===== config.mk =====
export PLATFORM = sky130hd
export DESIGN_NAME = pmxc_top
export DESIGN_NICKNAME = d
export VERILOG_FILES = /design/src/core/pmxc_pkg.sv /design/src/core/pmxc_top.sv /design/src/core/pmxc_txmap.sv
export VERILOG_INCLUDE_DIRS = /design/src /design/src/core
export SDC_FILE = /design/constraint.sdc
export NUM_CORES = 1
export LEC_CHECK = 0
export BUFFER_PORTS_ARGS = -buffer_cell sky130_fd_sc_hd__buf_2
export CORE_UTILIZATION = 25
export CTS_CLUSTER_DIAMETER = 50
export DETAILED_ROUTE_END_ITERATION = 8
export PLACE_DENSITY = 0.5
export SLEW_MARGIN = 20
export SYNTH_ARGS = -nofsm -noshare
export SYNTH_HDL_FRONTEND = slang
export SYNTH_SLANG_ARGS = --single-unit
export TNS_END_PERCENT = 20

===== constraint.sdc =====
create_clock -name CLK -period 1.3 [get_ports CLK]
set_input_delay 0.26 -clock CLK [delete_from_list [all_inputs] [get_ports CLK]]
set_output_delay 0.26 -clock CLK [all_outputs]
set_load 0.02 [all_outputs]

===== src/core/pmxc_cfg.svh =====
// constants for the MAC-side extended control register
`ifndef PMXC_CFG_SVH
`define PMXC_CFG_SVH
`define PMXC_ADDR_W        5
`define PMXC_DATA_W        16
`define PMXC_OFF_CTRL      5'h17
`define PMXC_OFF_STATUS    5'h18
`define PMXC_MODE_HI       15
`define PMXC_MODE_LO       12
`define PMXC_IOV_HI        11
`define PMXC_IOV_LO        9
`define PMXC_SKEW_BIT      8
`define PMXC_WRAP_BIT      7
`define PMXC_REV_BIT       6
`define PMXC_LPI_BIT       5
`define PMXC_TXREV_BIT     1
`define PMXC_WR_MASK       16'hFFE2
`define PMXC_RESET_VAL     16'h0000
`define PMXC_MODE_GMII     4'h0
`define PMXC_MODE_RGMII    4'h1
`define PMXC_MODE_TBI      4'h2
`define PMXC_MODE_RTBI     4'h3
`define PMXC_IOV_3V3       3'h0
`define PMXC_IOV_2V5       3'h1
`define PMXC_ZERO_WORD     16'h0000
`define PMXC_ST_ACT_BIT    3
`define PMXC_ST_TBI_BIT    2
`define PMXC_ST_WRAP_BIT   1
`define PMXC_ST_LPI_BIT    0
`define PMXC_SYNC_MID      1
`define PMXC_SYNC_LAST     2
`define PMXC_SYNC_RESET    3'h0
`endif


===== src/core/pmxc_pkg.sv =====
// types for the MAC-side extended control register
package pmxc_pkg;
  typedef enum logic [2:0] {PMXC_IF_GMII, PMXC_IF_RGMII, PMXC_IF_TBI, PMXC_IF_RTBI, PMXC_IF_RSVD} pmxc_if_e;
  typedef struct packed {
    logic [15:0] ctrl_reg;
    logic [15:0] rdata_reg;
    logic [2:0]  act_sync_reg;
  } pmxc_state_s;
  typedef struct packed {
    logic [7:0] txd_reg;
  } pmxc_txmap_s;
endpackage


===== src/core/pmxc_top.sv =====
// MAC-side extended control register with its mode decode
// Function
// - reset selects code 0000, GMII/MII
// - I/O level 000=3.3V, 001=2.5V, reset 000
// - skew compensation follows its enable, resets off
// - TBI wrap only when enabled and TBI
// - TBI bit reversal only in TBI mode
// - network activity clears low-power idle enable
// - transmit data bits reversed when bit set
// - reserved bits read as zero
//
// Strobed register access is this design's own decision.
`timescale 1ns/100ps
`include "pmxc_cfg.svh"
module pmxc_top
  import pmxc_pkg::*;
#(
  parameter int TXD_W = 8
) (
  input  wire logic                      CLK,
  input  wire logic                      RST,
  input  wire logic [`PMXC_ADDR_W-1:0]   ADDR,
  input  wire logic [`PMXC_DATA_W-1:0]   WDATA,
  input  wire logic                      WR,
  input  wire logic                      RD,
  output logic      [`PMXC_DATA_W-1:0]   RDATA,
  input  wire logic                      NET_ACTIVITY,
  input  wire logic [TXD_W-1:0]          MAC_TXD,
  output logic      [TXD_W-1:0]          PCS_TXD,
  output logic                           IF_GMII,
  output logic                           IF_RGMII,
  output logic                           IF_TBI,
  output logic                           IF_RTBI,
  output logic                           IO_2V5,
  output logic                           RGMII_SKEW_EN,
  output logic                           TBI_WRAP_TO_MAC,
  output logic                           TBI_BIT_REVERSE,
  output logic                           LOW_POWER_IDLE
);
  // ==========================================================
  // state
  pmxc_state_s             st_reg;
  pmxc_state_s             st_next;

  // ==========================================================
  // decoded views of the registered state and of the bus write inputs
  pmxc_if_e                if_mode;
  logic                    activity;
  logic                    sync_mid;
  logic                    sync_last;
  logic                    wr_ctrl;
  logic [3:0]              mode_code;
  logic [2:0]              iov_code;
  logic                    skew_bit;
  logic                    wrap_bit;
  logic                    rev_bit;
  logic                    lpi_bit;
  logic                    txrev_bit;
  logic                    is_gmii;
  logic                    is_rgmii;
  logic                    is_tbi;
  logic                    is_rtbi;
  logic [`PMXC_DATA_W-1:0] ctrl_view;
  logic [`PMXC_DATA_W-1:0] status_view;
  logic [`PMXC_DATA_W-1:0] wr_word;

  // ==========================================================
  // field helpers
  function automatic pmxc_if_e decode_mode(input logic [3:0] code);
    unique case (code)
      `PMXC_MODE_GMII:  decode_mode = PMXC_IF_GMII;
      `PMXC_MODE_RGMII: decode_mode = PMXC_IF_RGMII;
      `PMXC_MODE_TBI:   decode_mode = PMXC_IF_TBI;
      `PMXC_MODE_RTBI:  decode_mode = PMXC_IF_RTBI;
      default:          decode_mode = PMXC_IF_RSVD;
    endcase
  endfunction

  function automatic logic [3:0] get_mode(input logic [`PMXC_DATA_W-1:0] word);
    get_mode = word[`PMXC_MODE_HI:`PMXC_MODE_LO];
  endfunction

  function automatic logic [2:0] get_iov(input logic [`PMXC_DATA_W-1:0] word);
    get_iov = word[`PMXC_IOV_HI:`PMXC_IOV_LO];
  endfunction

  // reserved bits never reach the register or the bus
  function automatic logic [`PMXC_DATA_W-1:0] keep_writable(input logic [`PMXC_DATA_W-1:0] word);
    keep_writable = word & `PMXC_WR_MASK;
  endfunction

  function automatic logic addr_hit(
    input logic [`PMXC_ADDR_W-1:0] a,
    input logic [`PMXC_ADDR_W-1:0] off
  );
    addr_hit = (a == off);
  endfunction

  function automatic logic [`PMXC_DATA_W-1:0] status_word(
    input logic act,
    input logic tbi,
    input logic wrap,
    input logic lpi
  );
    status_word                    = `PMXC_ZERO_WORD;
    status_word[`PMXC_ST_ACT_BIT]  = act;
    status_word[`PMXC_ST_TBI_BIT]  = tbi;
    status_word[`PMXC_ST_WRAP_BIT] = wrap;
    status_word[`PMXC_ST_LPI_BIT]  = lpi;
  endfunction

  // activity wins over a write that sets the low-power bit
  function automatic logic [`PMXC_DATA_W-1:0] next_ctrl(
    input logic [`PMXC_DATA_W-1:0] cur,
    input logic                    wr_hit,
    input logic [`PMXC_DATA_W-1:0] wr_val,
    input logic                    act
  );
    next_ctrl = wr_hit ? wr_val : cur;
    if (act) begin
      next_ctrl[`PMXC_LPI_BIT] = 1'b0;
    end
  endfunction

  // unmapped addresses read as zero
  function automatic logic [`PMXC_DATA_W-1:0] read_mux(
    input logic [`PMXC_ADDR_W-1:0] a,
    input logic [`PMXC_DATA_W-1:0] ctrl,
    input logic [`PMXC_DATA_W-1:0] status
  );
    unique case (a)
      `PMXC_OFF_CTRL:   read_mux = ctrl;
      `PMXC_OFF_STATUS: read_mux = status;
      default:          read_mux = `PMXC_ZERO_WORD;
    endcase
  endfunction

  // ==========================================================
  // field extraction
  assign mode_code = get_mode(st_reg.ctrl_reg);
  assign iov_code  = get_iov(st_reg.ctrl_reg);
  assign skew_bit  = st_reg.ctrl_reg[`PMXC_SKEW_BIT];
  assign wrap_bit  = st_reg.ctrl_reg[`PMXC_WRAP_BIT];
  assign rev_bit   = st_reg.ctrl_reg[`PMXC_REV_BIT];
  assign lpi_bit   = st_reg.ctrl_reg[`PMXC_LPI_BIT];
  assign txrev_bit = st_reg.ctrl_reg[`PMXC_TXREV_BIT];
  assign if_mode   = decode_mode(mode_code);
  assign is_gmii   = (if_mode == PMXC_IF_GMII);
  assign is_rgmii  = (if_mode == PMXC_IF_RGMII);
  assign is_tbi    = (if_mode == PMXC_IF_TBI);
  assign is_rtbi   = (if_mode == PMXC_IF_RTBI);

  // ==========================================================
  // activity synchroniser
  // activity is high only while the second and third stage are both high
  assign sync_mid  = st_reg.act_sync_reg[`PMXC_SYNC_MID];
  assign sync_last = st_reg.act_sync_reg[`PMXC_SYNC_LAST];
  assign activity  = sync_mid & sync_last;

  // ==========================================================
  // bus decode
  assign wr_ctrl     = WR & addr_hit(ADDR, `PMXC_OFF_CTRL);
  assign wr_word     = keep_writable(WDATA);
  assign ctrl_view   = keep_writable(st_reg.ctrl_reg);
  assign status_view = status_word(activity, is_tbi, wrap_bit & is_tbi, lpi_bit);

  // ==========================================================
  // next state
  always_comb begin
    st_next              = st_reg;
    st_next.act_sync_reg = {st_reg.act_sync_reg[`PMXC_SYNC_MID:0], NET_ACTIVITY};
    st_next.ctrl_reg     = next_ctrl(st_reg.ctrl_reg, wr_ctrl, wr_word, activity);
    st_next.rdata_reg    = `PMXC_ZERO_WORD;
    if (RD) begin
      st_next.rdata_reg = read_mux(ADDR, ctrl_view, status_view);
    end
  end

  // ==========================================================
  // registers
  always_ff @(posedge CLK or posedge RST) begin
    if (RST) begin
      st_reg <= '{
        ctrl_reg:     `PMXC_RESET_VAL,
        rdata_reg:    `PMXC_ZERO_WORD,
        act_sync_reg: `PMXC_SYNC_RESET
      };
    end else begin
      st_reg <= st_next;
    end
  end

  // ==========================================================
  // control outputs
  assign RDATA           = st_reg.rdata_reg;
  assign IF_GMII         = is_gmii;
  assign IF_RGMII        = is_rgmii;
  assign IF_TBI          = is_tbi;
  assign IF_RTBI         = is_rtbi;
  assign IO_2V5          = (iov_code == `PMXC_IOV_2V5);
  assign RGMII_SKEW_EN   = skew_bit;
  assign TBI_WRAP_TO_MAC = wrap_bit & is_tbi;
  assign TBI_BIT_REVERSE = rev_bit & is_tbi;
  assign LOW_POWER_IDLE  = lpi_bit;

  // ==========================================================
  // transmit pin order
  pmxc_txmap #(
    .W(TXD_W)
  ) u_txmap (
    .clk     (CLK),
    .rst     (RST),
    .reverse (txrev_bit),
    .din     (MAC_TXD),
    .dout    (PCS_TXD)
  );
endmodule // pmxc_top


===== src/core/pmxc_txmap.sv =====
// transmit data pin order mapper
`timescale 1ns/100ps
`include "pmxc_cfg.svh"
module pmxc_txmap
  import pmxc_pkg::*;
#(
  parameter int W = 8
) (
  input  wire logic         clk,
  input  wire logic         rst,
  input  wire logic         reverse,
  input  wire logic [W-1:0] din,
  output logic      [W-1:0] dout
);
  pmxc_txmap_s st_reg;
  pmxc_txmap_s st_next;

  always_comb begin
    st_next = st_reg;
    for (int i = 0; i < W; i++) begin
      st_next.txd_reg[i] = reverse ? din[W-1-i] : din[i];
    end
  end

  always_ff @(posedge clk or posedge rst) begin
    if (rst) begin
      st_reg <= '0;
    end else begin
      st_reg <= st_next;
    end
  end

  assign dout = st_reg.txd_reg;
endmodule // pmxc_txmap


### Yosys cells after proc, flatten, opt, wreduce, memory -nomap -nowiden

Index checks and enable logic that the tools add are counted.

* equality and inequality tests: 9
* muxes and demuxes: 13
* bitwise operators: 4
* reductions and logical operators: 3

Operators with widths (count)
* $pmux W16 S2: 1
* $mux W16: 1
* $pmux W3 S4: 1
* $eq A5 B5 Y1 const B: 2
* $mux W1: 9
* $eq A4 B2 Y1 const B: 2
* $eq A3 B1 Y1 const B: 2
* $eq A3 B2 Y1 const B: 2
* $mux W6: 1
* $and A1 B1 Y1: 4
* $eq A4 B1 Y1 const B: 1
* $logic_not A4 Y1: 1
* $logic_not A3 Y1: 1
* $reduce_bool A2 Y1: 1

* register bits after elaboration: 39
* input port bits: 34
* output and inout port bits: 33
* word-level logic and storage cells: 34

### Depth between registers and ports, before layout

Gate-level depths: netlist of the first run.

* word-level depth: 6
* depth in mapped cells: 4
* mapped depth without buffers: 3

### By module

From an unflattened synthesis of the first run, not the netlist that was laid out.

* cell total of the unflattened synthesis: 113
* area total of the unflattened synthesis: 1605.3 µm²

Modules (own cells, without submodules)
* pmxc_top: instances 1, cells an instance 95, area each 1270.0 µm², seq. area each 750.7 µm²
* pmxc_txmap: instances 1, cells an instance 18, area each 335.3 µm², seq. area each 200.2 µm²

### Worst setup path after synthesis of the first run

No wires, ideal clock.

* path type: flip-flop to output port
* start point: register st_reg, in the netlist ctrl_view[14]
* end point: output TBI_BIT_REVERSE
* arrival: 1.351 ns
* required time: 1.040 ns
* setup slack: -0.311 ns
* stages on the path, launching flop included: 3
* buffers on the path: 0
* cell sequence: dfrtp_1 > nor4b_2 > and2_1

* cells in the longest elaborated chain, start to end: 4
* elaborated cells on any way between the ends: 7
* classes of those cells: eq/ne (4); mux (1); bitwise (1); reduce/logical (1)

RTL lines
* start, declared: RTL line pmxc_top.sv:42 `pmxc_state_s st_reg;`
* start signal, assigned: RTL line pmxc_top.sv:183 `st_reg <= '{`
* start signal, assigned: RTL line pmxc_top.sv:189 `st_reg <= st_next;`
* $eq A4 B2 Y1, or another cell as far along: RTL line pmxc_top.sv:70 `unique case (code)`
* $pmux W3 S4 (*): RTL line pmxc_top.sv:70
* $eq A3 B2 Y1 (*): RTL line pmxc_top.sv:150 `assign is_tbi = (if_mode == PMXC_IF_TBI);`
* named net IF_TBI: RTL line pmxc_top.sv:32 `output logic IF_TBI,`
* $and A1 B1 Y1 (*): RTL line pmxc_top.sv:203 `assign TBI_BIT_REVERSE = rev_bit & is_tbi;`
* end, declared: RTL line pmxc_top.sv:37 `output logic TBI_BIT_REVERSE,`

The timed path passes the listed nets; every way through them passes the cells marked *.

### Final worst setup path of the first run

* start point: register st_reg, in the netlist ctrl_view[14]
* end point: output TBI_BIT_REVERSE

* cells in the longest elaborated chain, start to end: 4
* elaborated cells on any way between the ends: 7
* classes of those cells: eq/ne (4); mux (1); bitwise (1); reduce/logical (1)

RTL lines (RTL line)
* $eq A4 B2 Y1, or another cell as far along: pmxc_top.sv:70
* $pmux W3 S4 (*): pmxc_top.sv:70
* $eq A3 B2 Y1 (*): pmxc_top.sv:150
* $and A1 B1 Y1 (*): pmxc_top.sv:203

Every way passes the cells marked *; elsewhere a longest branch is shown, timed or not.

==> results.txt, run 1 <==
Synth-to-layout area growth: 34.6%
Worst hold margin: 70.3 ps
Root buffer cell: clkbuf_8
Synth warn: 0
Layout cells sized above 1: 0.629
Initial antenna violation count: 0
Number of buffers added on ports: 61
First-pass DRT Iterations: 2
First-pass GRT wire length: 4.60 mm
Crit path capture type: primary output
CTS buffer count: 5
Synth Area per Inst: 14.0 um2
Die H: 81.1 um
Routed WL: 2.97 mm
Hold WC Path Type: in -> reg
H-tree levels: 2
Largest register FFs: 15
Startpoint Class: flop
Worst slack at placement: -109 ps
Fmax: 605 MHz
Max-cap viol count: 0
Via Count: 996
Utilization after layout: 0.352
Peak supply drop: 0.000575 V
DRT antenna net count: 0
Leak: 0.00109 uW
Worst r2r path cells: 6
Grt total ovfl: 0
WL/cell: 11.9 um
GPL Wtd Cong: 0.684
Worst reg2reg endpoint: RDATA[1]$_DFF_PP0_
Die W: 81.1 um
DIE AREA: 0.00658 mm2
Worst setup margin: -353 ps
Max-slew violations: 0
Clock skew: 6.61 ps
Top_reg_cell synth: dfrtp_1
Worst hold start: NET_ACTIVITY
Endpoint, Worst Hold: st_next[1]$_DFF_PP0_
# IOs: 67
Setup Crit Path Kind: reg -> out
Failing checks: negative setup slack
Crit path max fanout: 4
DRC: 0
Number of enable flip-flop cells after synthesis: 0
Final nets: 208
RR Startpoint: ctrl_view[14]$_DFFE_PP0P_
Count of cell types in the netlist: 24
Synthesized net count: 146
CP arrival: 1390 ps
Placed cell count: 239
Commonest cells after routing, fill and taps aside: 57 x buf_2, 38 x dfrtp_1, 11 x and2_1, 11 x buf_4, 10 x mux2_2
Latest clock arrival within the worst-skew pair: 290 ps
Pin count of the biggest net entering global routing: 20
DR vias/cell: 3.98
Hold Path Depth: 1
Sequential fraction of the synthesis area: 0.608
Run status: finished, violations left
Starting DRC count in detailed routing: 14
# rows: 28
Bufs on Longest Clock Path: 2
Mapped Area: 0.00157 mm2
Gate Count Post-Synth: 112
Initial Util: 0.261
Synth async-reset ratio: 1.00
Flops & latches, synth: 38
Final non-filler cell total: 250
Commonest non-fill, non-tap cell in the layout: buf_2
Vias in the first global route: 1016
Setup TNS Final: -1640 ps
Clk slew on worst S/H paths: 80 ps
Total track usage: 0.0954
Clock sink count: 38
Ant diodes: 0
Fin crit share: 1.27
CP required: 1040 ps
Final Hold Violating Endpoints: 0
Tmin final: 1650 ps
Core area: 0.00599 mm2
CTS tree: yes
Power Dens Cells: 1320 mW/mm2
Final setup violating endpoints: 7
RSZ-0062 raised after global routing: yes
Final HPWL DP: 2.25 mm
Reg2reg setup slack: -50 ps
-- per-stage QoR --
| step | cell area (um2) | power (uW) |
|---|---|---|
| detailed placement | 1930 | 1920 |
| global placement | 1930 | 1920 |
| CTS | 2070 | 2810 |
| global route | 2110 | 2930 |
| floorplan | 1580 | 1710 |
| finish | 2110 | 2770 |
-- synth_stat cells, types with 2 or more instances --
library cell	count	area [um2]
dfrtp_1	38	951
mux2_4	9	135
nand2_1	5	18.8
nor4b_1	2	17.5
inv_1	3	11.3
nor2_1	2	7.51
and2_1	12	75.1
buf_4	16	120
mux2_2	10	113
-- layout make-up --
cell class / instances / area [um2]
tap: 75 / 93.8
sequential: 38 / 951
inverter: 3 / 11.3
multi-input combinational: 52 / 513
fill: 601 / 3880
clock buffer: 6 / 82.6
timing repair buffer: 74 / 443
clock inverter: 2 / 12.5
-- what timing repair did --
item / CTS / global route
hold endpoints to repair: 2 / 0
setup buffers: 1 / 1
pin swaps: 3 / 2
gates resized for setup: 8 / 7
hold buffers: 1 / 0
setup endpoints to repair: 8 / 8
-- worst max-delay path by stage --
| stage | from | end | cells past startpoint |
|---|---|---|---|
| after CTS | ctrl_view[15]$_DFFE_PP0P_ | TBI_WRAP_TO_MAC | 4 |
| after global routing | ctrl_view[14]$_DFFE_PP0P_ | TBI_BIT_REVERSE | 4 |
| after detailed placement | ADDR[3] | ctrl_view[7]$_DFFE_PP0P_ | 5 |
| after floorplan | ctrl_view[14]$_DFFE_PP0P_ | TBI_BIT_REVERSE | 2 |
| final | ctrl_view[14]$_DFFE_PP0P_ | TBI_BIT_REVERSE | 4 |
| after global placement | ctrl_view[14]$_DFFE_PP0P_ | TBI_BIT_REVERSE | 3 |
-- metal layers --
metal,vias up,wire [um],track usage
met5,-,0,0
met2,40,1470,0.155
met1,477,1210,0.111
li1,474,-,-
met3,5,253,0.0438
met4,0,25,0.0321
-- kinds of logic after synthesis --
group                  share of synthesized area
flip-flops                                 0.608
AND/OR/NAND/NOR                            0.123
buffers and inverters                     0.0967
multiplexers                               0.165
AO/OA/AOI/OAI                            0.00560
other                                    0.00240
-- report_power, final --
part           internal (uW)  total, uW  switching, uW
clock network            426        831            405
logic                    308        563            255
registers               1290       1380           90.3
total                   2020       2770            751
-- worst max-delay path, cell delays in order (launching register included) --
cell,delay [ps]
dfrtp_1,420
nor4b_4,270
buf_4,180
and2_4,140
buf_6,110
No activity file was read; power rests on OpenSTA's default activity.
==> run 2: changes to the inputs <==
BUFFER_PORTS_ARGS = -buffer_cell sky130_fd_sc_hd__clkbuf_2   (was -buffer_cell sky130_fd_sc_hd__buf_2)
PLACE_DENSITY = 0.52   (was 0.5)
clock period = 1.5 ns   (was 1.3 ns; I/O delays follow)
==> run 2 against run 1 <==
Against the previous run: the flow still finishes with violations (negative setup slack); non-clock buffer count shrank 4; combinational power is 11% lower; first-iteration DRC count is 140% higher; cell count fell by 1.6%; critical path depth shrank 1; worst hold slack improved by 28 ps; global-route usage is 0.73 points higher; largest cell class unchanged; largest power group unchanged; flip-flop and latch count is the same.
==> results.txt, run 2 (synthesized netlist as in run 1, its figures left out) <==
Number of buffers added on ports: 61 (unchanged)
Buf+Inv Stages, Crit Path: 1 (was 2)
# IOs: 67 (unchanged)
CTS buffer count: 5 (unchanged)
Power Dens Cells: 1160 mW/mm2 (was 1320 mW/mm2)
Grt total ovfl: 0 (unchanged)
CP arrival: 1440 ps (was 1390 ps)
Layout cells sized above 1: 0.608 (was 0.629)
Final Hold Violating Endpoints: 0 (unchanged)
Largest register FFs: 15 (unchanged)
Vias in the first global route: 1016 (unchanged)
First-pass DRT Iterations: 4 (was 2)
Fin crit share: 1.16
Latest clock arrival within the worst-skew pair: 290 ps (about the same)
Post-CTS Hold Fix Bufs: 0 (was 1)
Commonest non-fill, non-tap cell in the layout: clkbuf_2 (was buf_2)
Max-slew violations: 0 (unchanged)
Crit path max fanout: 3 (was 4)
Utilization after layout: 0.348 (was 0.352)
DRT antenna net count: 0 (unchanged)
Ant diodes: 0 (unchanged)
Startpoint Class: flop (unchanged)
First-pass GRT wire length: 4.91 mm (was 4.60 mm)
DRC: 0 (unchanged)
Clock sink count: 38 (unchanged)
WL/cell: 12.1 um (was 11.9 um)
Total track usage: 0.103 (was 0.0954)
Starting DRC count in detailed routing: 33 (was 14)
Final setup violating endpoints: 5 (was 7)
Initial antenna violation count: 0 (unchanged)
Failing checks: negative setup slack (unchanged)
Peak supply drop: 0.000631 V (was 0.000575 V)
Tmin final: 1740 ps
Initial Util: 0.261 (unchanged)
Worst path cell trace: nor4b_4, and2_4, clkbuf_8 (was nor4b_4, buf_4, and2_4, buf_6)
Delay-heaviest family, CP: simple AND/OR/NAND/NOR gates (was flip-flops)
Clk slew on worst S/H paths: 70 ps (was 80 ps)
Commonest cells after routing, fill and taps aside: 55 x clkbuf_2, 38 x dfrtp_1, 11 x and2_1, 10 x mux2_2, 9 x mux2_4 (was 57 x buf_2, 38 x dfrtp_1, 11 x and2_1, 11 x buf_4, 10 x mux2_2)
Max-cap viol count: 0 (unchanged)
Hold WC Path Type: in -> async (was in -> reg)
Pin count of the biggest net entering global routing: 39 (was 20)
Run status: finished, violations left (unchanged)
# rows: 28 (unchanged)
Setup TNS Final: -838 ps (was -1640 ps)
Crit path capture type: primary output (unchanged)
Final HPWL DP: 2.14 mm (was 2.25 mm)
Worst setup margin: -236 ps (was -353 ps)
Setup Buffers After CTS: 0 (was 1)
Routed WL: 2.98 mm (was 2.97 mm)
Bufs on Longest Clock Path: 2 (unchanged)
CP startpoint: ctrl_view[15]$_DFFE_PP0P_ (was ctrl_view[14]$_DFFE_PP0P_)
Via Count: 991 (was 996)
Final nets: 204 (was 208)
Fmax: 576 MHz
H-tree levels: 2 (unchanged)
Synth-to-layout area growth: 33.1% (was 34.6%)
Clock skew: 3.17 ps (was 6.61 ps)
CTS tree: yes (unchanged)
DIE AREA: 0.00658 mm2 (unchanged)
Slowest-stage cell, CP: dfrtp_1 (unchanged)
DR vias/cell: 4.03 (was 3.98)
GPL Wtd Cong: 0.682 (was 0.684)
RR Startpoint: ctrl_view[15]$_DFFE_PP0P_ (was ctrl_view[14]$_DFFE_PP0P_)
Setup Crit Path Kind: reg -> out (unchanged)
Core area: 0.00599 mm2 (unchanged)
Root buffer cell: clkbuf_8 (unchanged)
RSZ-0062 raised after global routing: yes (unchanged)
Die H: 81.1 um (unchanged)
Die W: 81.1 um (unchanged)
Leak: 0.00107 uW (was 0.00109 uW)
Worst path max stage delay: 410 ps (was 420 ps)
CP required: 1200 ps (was 1040 ps)
==> run 2: changes by cell type in the layout (fill, tap and decap cells not counted), moves of 2 or more <==
cell	previous run	this run
buf_2	57	1
buf_4	11	8
clkbuf_2	0	55
buf_6	4	2
==> run 2: final cells by class <==
cell class                      instances  area [um2]
Clock buffer                            6        82.6
Clock inverter                          2        12.5
Fill cell                             608        3910
Inverter                                3        11.3
Multi-Input combinational cell         52         500
Sequential cell                        38         951
Tap cell                               75        93.8
Timing Repair Buffer                   70         432
==> run 2: timing repair <==
action | in CTS | in global routing
setup endpoints to repair | 6 | 6
pin swaps | 0 | 2
resized for setup | 5 | 14
==> run 2: report_power, final <==
group	internal (uW)	switching [uW]
Clock	369	360
Combinational	269	230
Sequential	1120	74.6
==> run 2: worst paths after layout <==
check | endpoint | slack, ps | depth (start not counted)
max | TBI_BIT_REVERSE | -240 | 3
max in group asynchronous | ctrl_view[13]$_DFFE_PP0P_ | 1060 | 3
max reg2reg | RDATA[2]$_DFF_PP0_ | 300 | 3
min reg2reg | st_next[2]$_DFF_PP0_ | 350 | 0
min | ctrl_view[15]$_DFFE_PP0P_ | 100 | 3
min in group CLK | st_next[1]$_DFF_PP0_ | 120 | 1
==> run 2: per-layer routing <==
| metal | global-route usage | vias up | part of all wire |
|---|---|---|---|
| met1 | 0.127 | 476 | 0.42 |
| met2 | 0.156 | 41 | 0.47 |
| met5 | 0 | - | 0 |
| met4 | 0.0375 | 0 | 0.014 |
| li1 | - | 467 | - |
| met3 | 0.0472 | 7 | 0.088 |
==> run 2: metrics by stage <==
stage | setup WS, ps | area [um2] | instances | total power, uW | hold WS, ps
2_1_floorplan | -25.6 | 1570 | 112 | 1480 | 331
6_report | -236 | 2080 | 246 | 2420 | 98.4
4_1_cts | -268 | 2040 | 246 | 2420 | 102
5_1_grt | -361 | 2080 | 246 | 2560 | 94.5
3_5_place_dp | 40.9 | 1930 | 238 | 1670 | 338
3_3_place_gp | 42.4 | 1930 | 238 | 1660 | 334
==> run 2: tightest hold or removal path, delay by kind of cell <==
| kind | cells | cell delay [ps] |
|---|---|---|
| buf+inv | 3 | 530 |
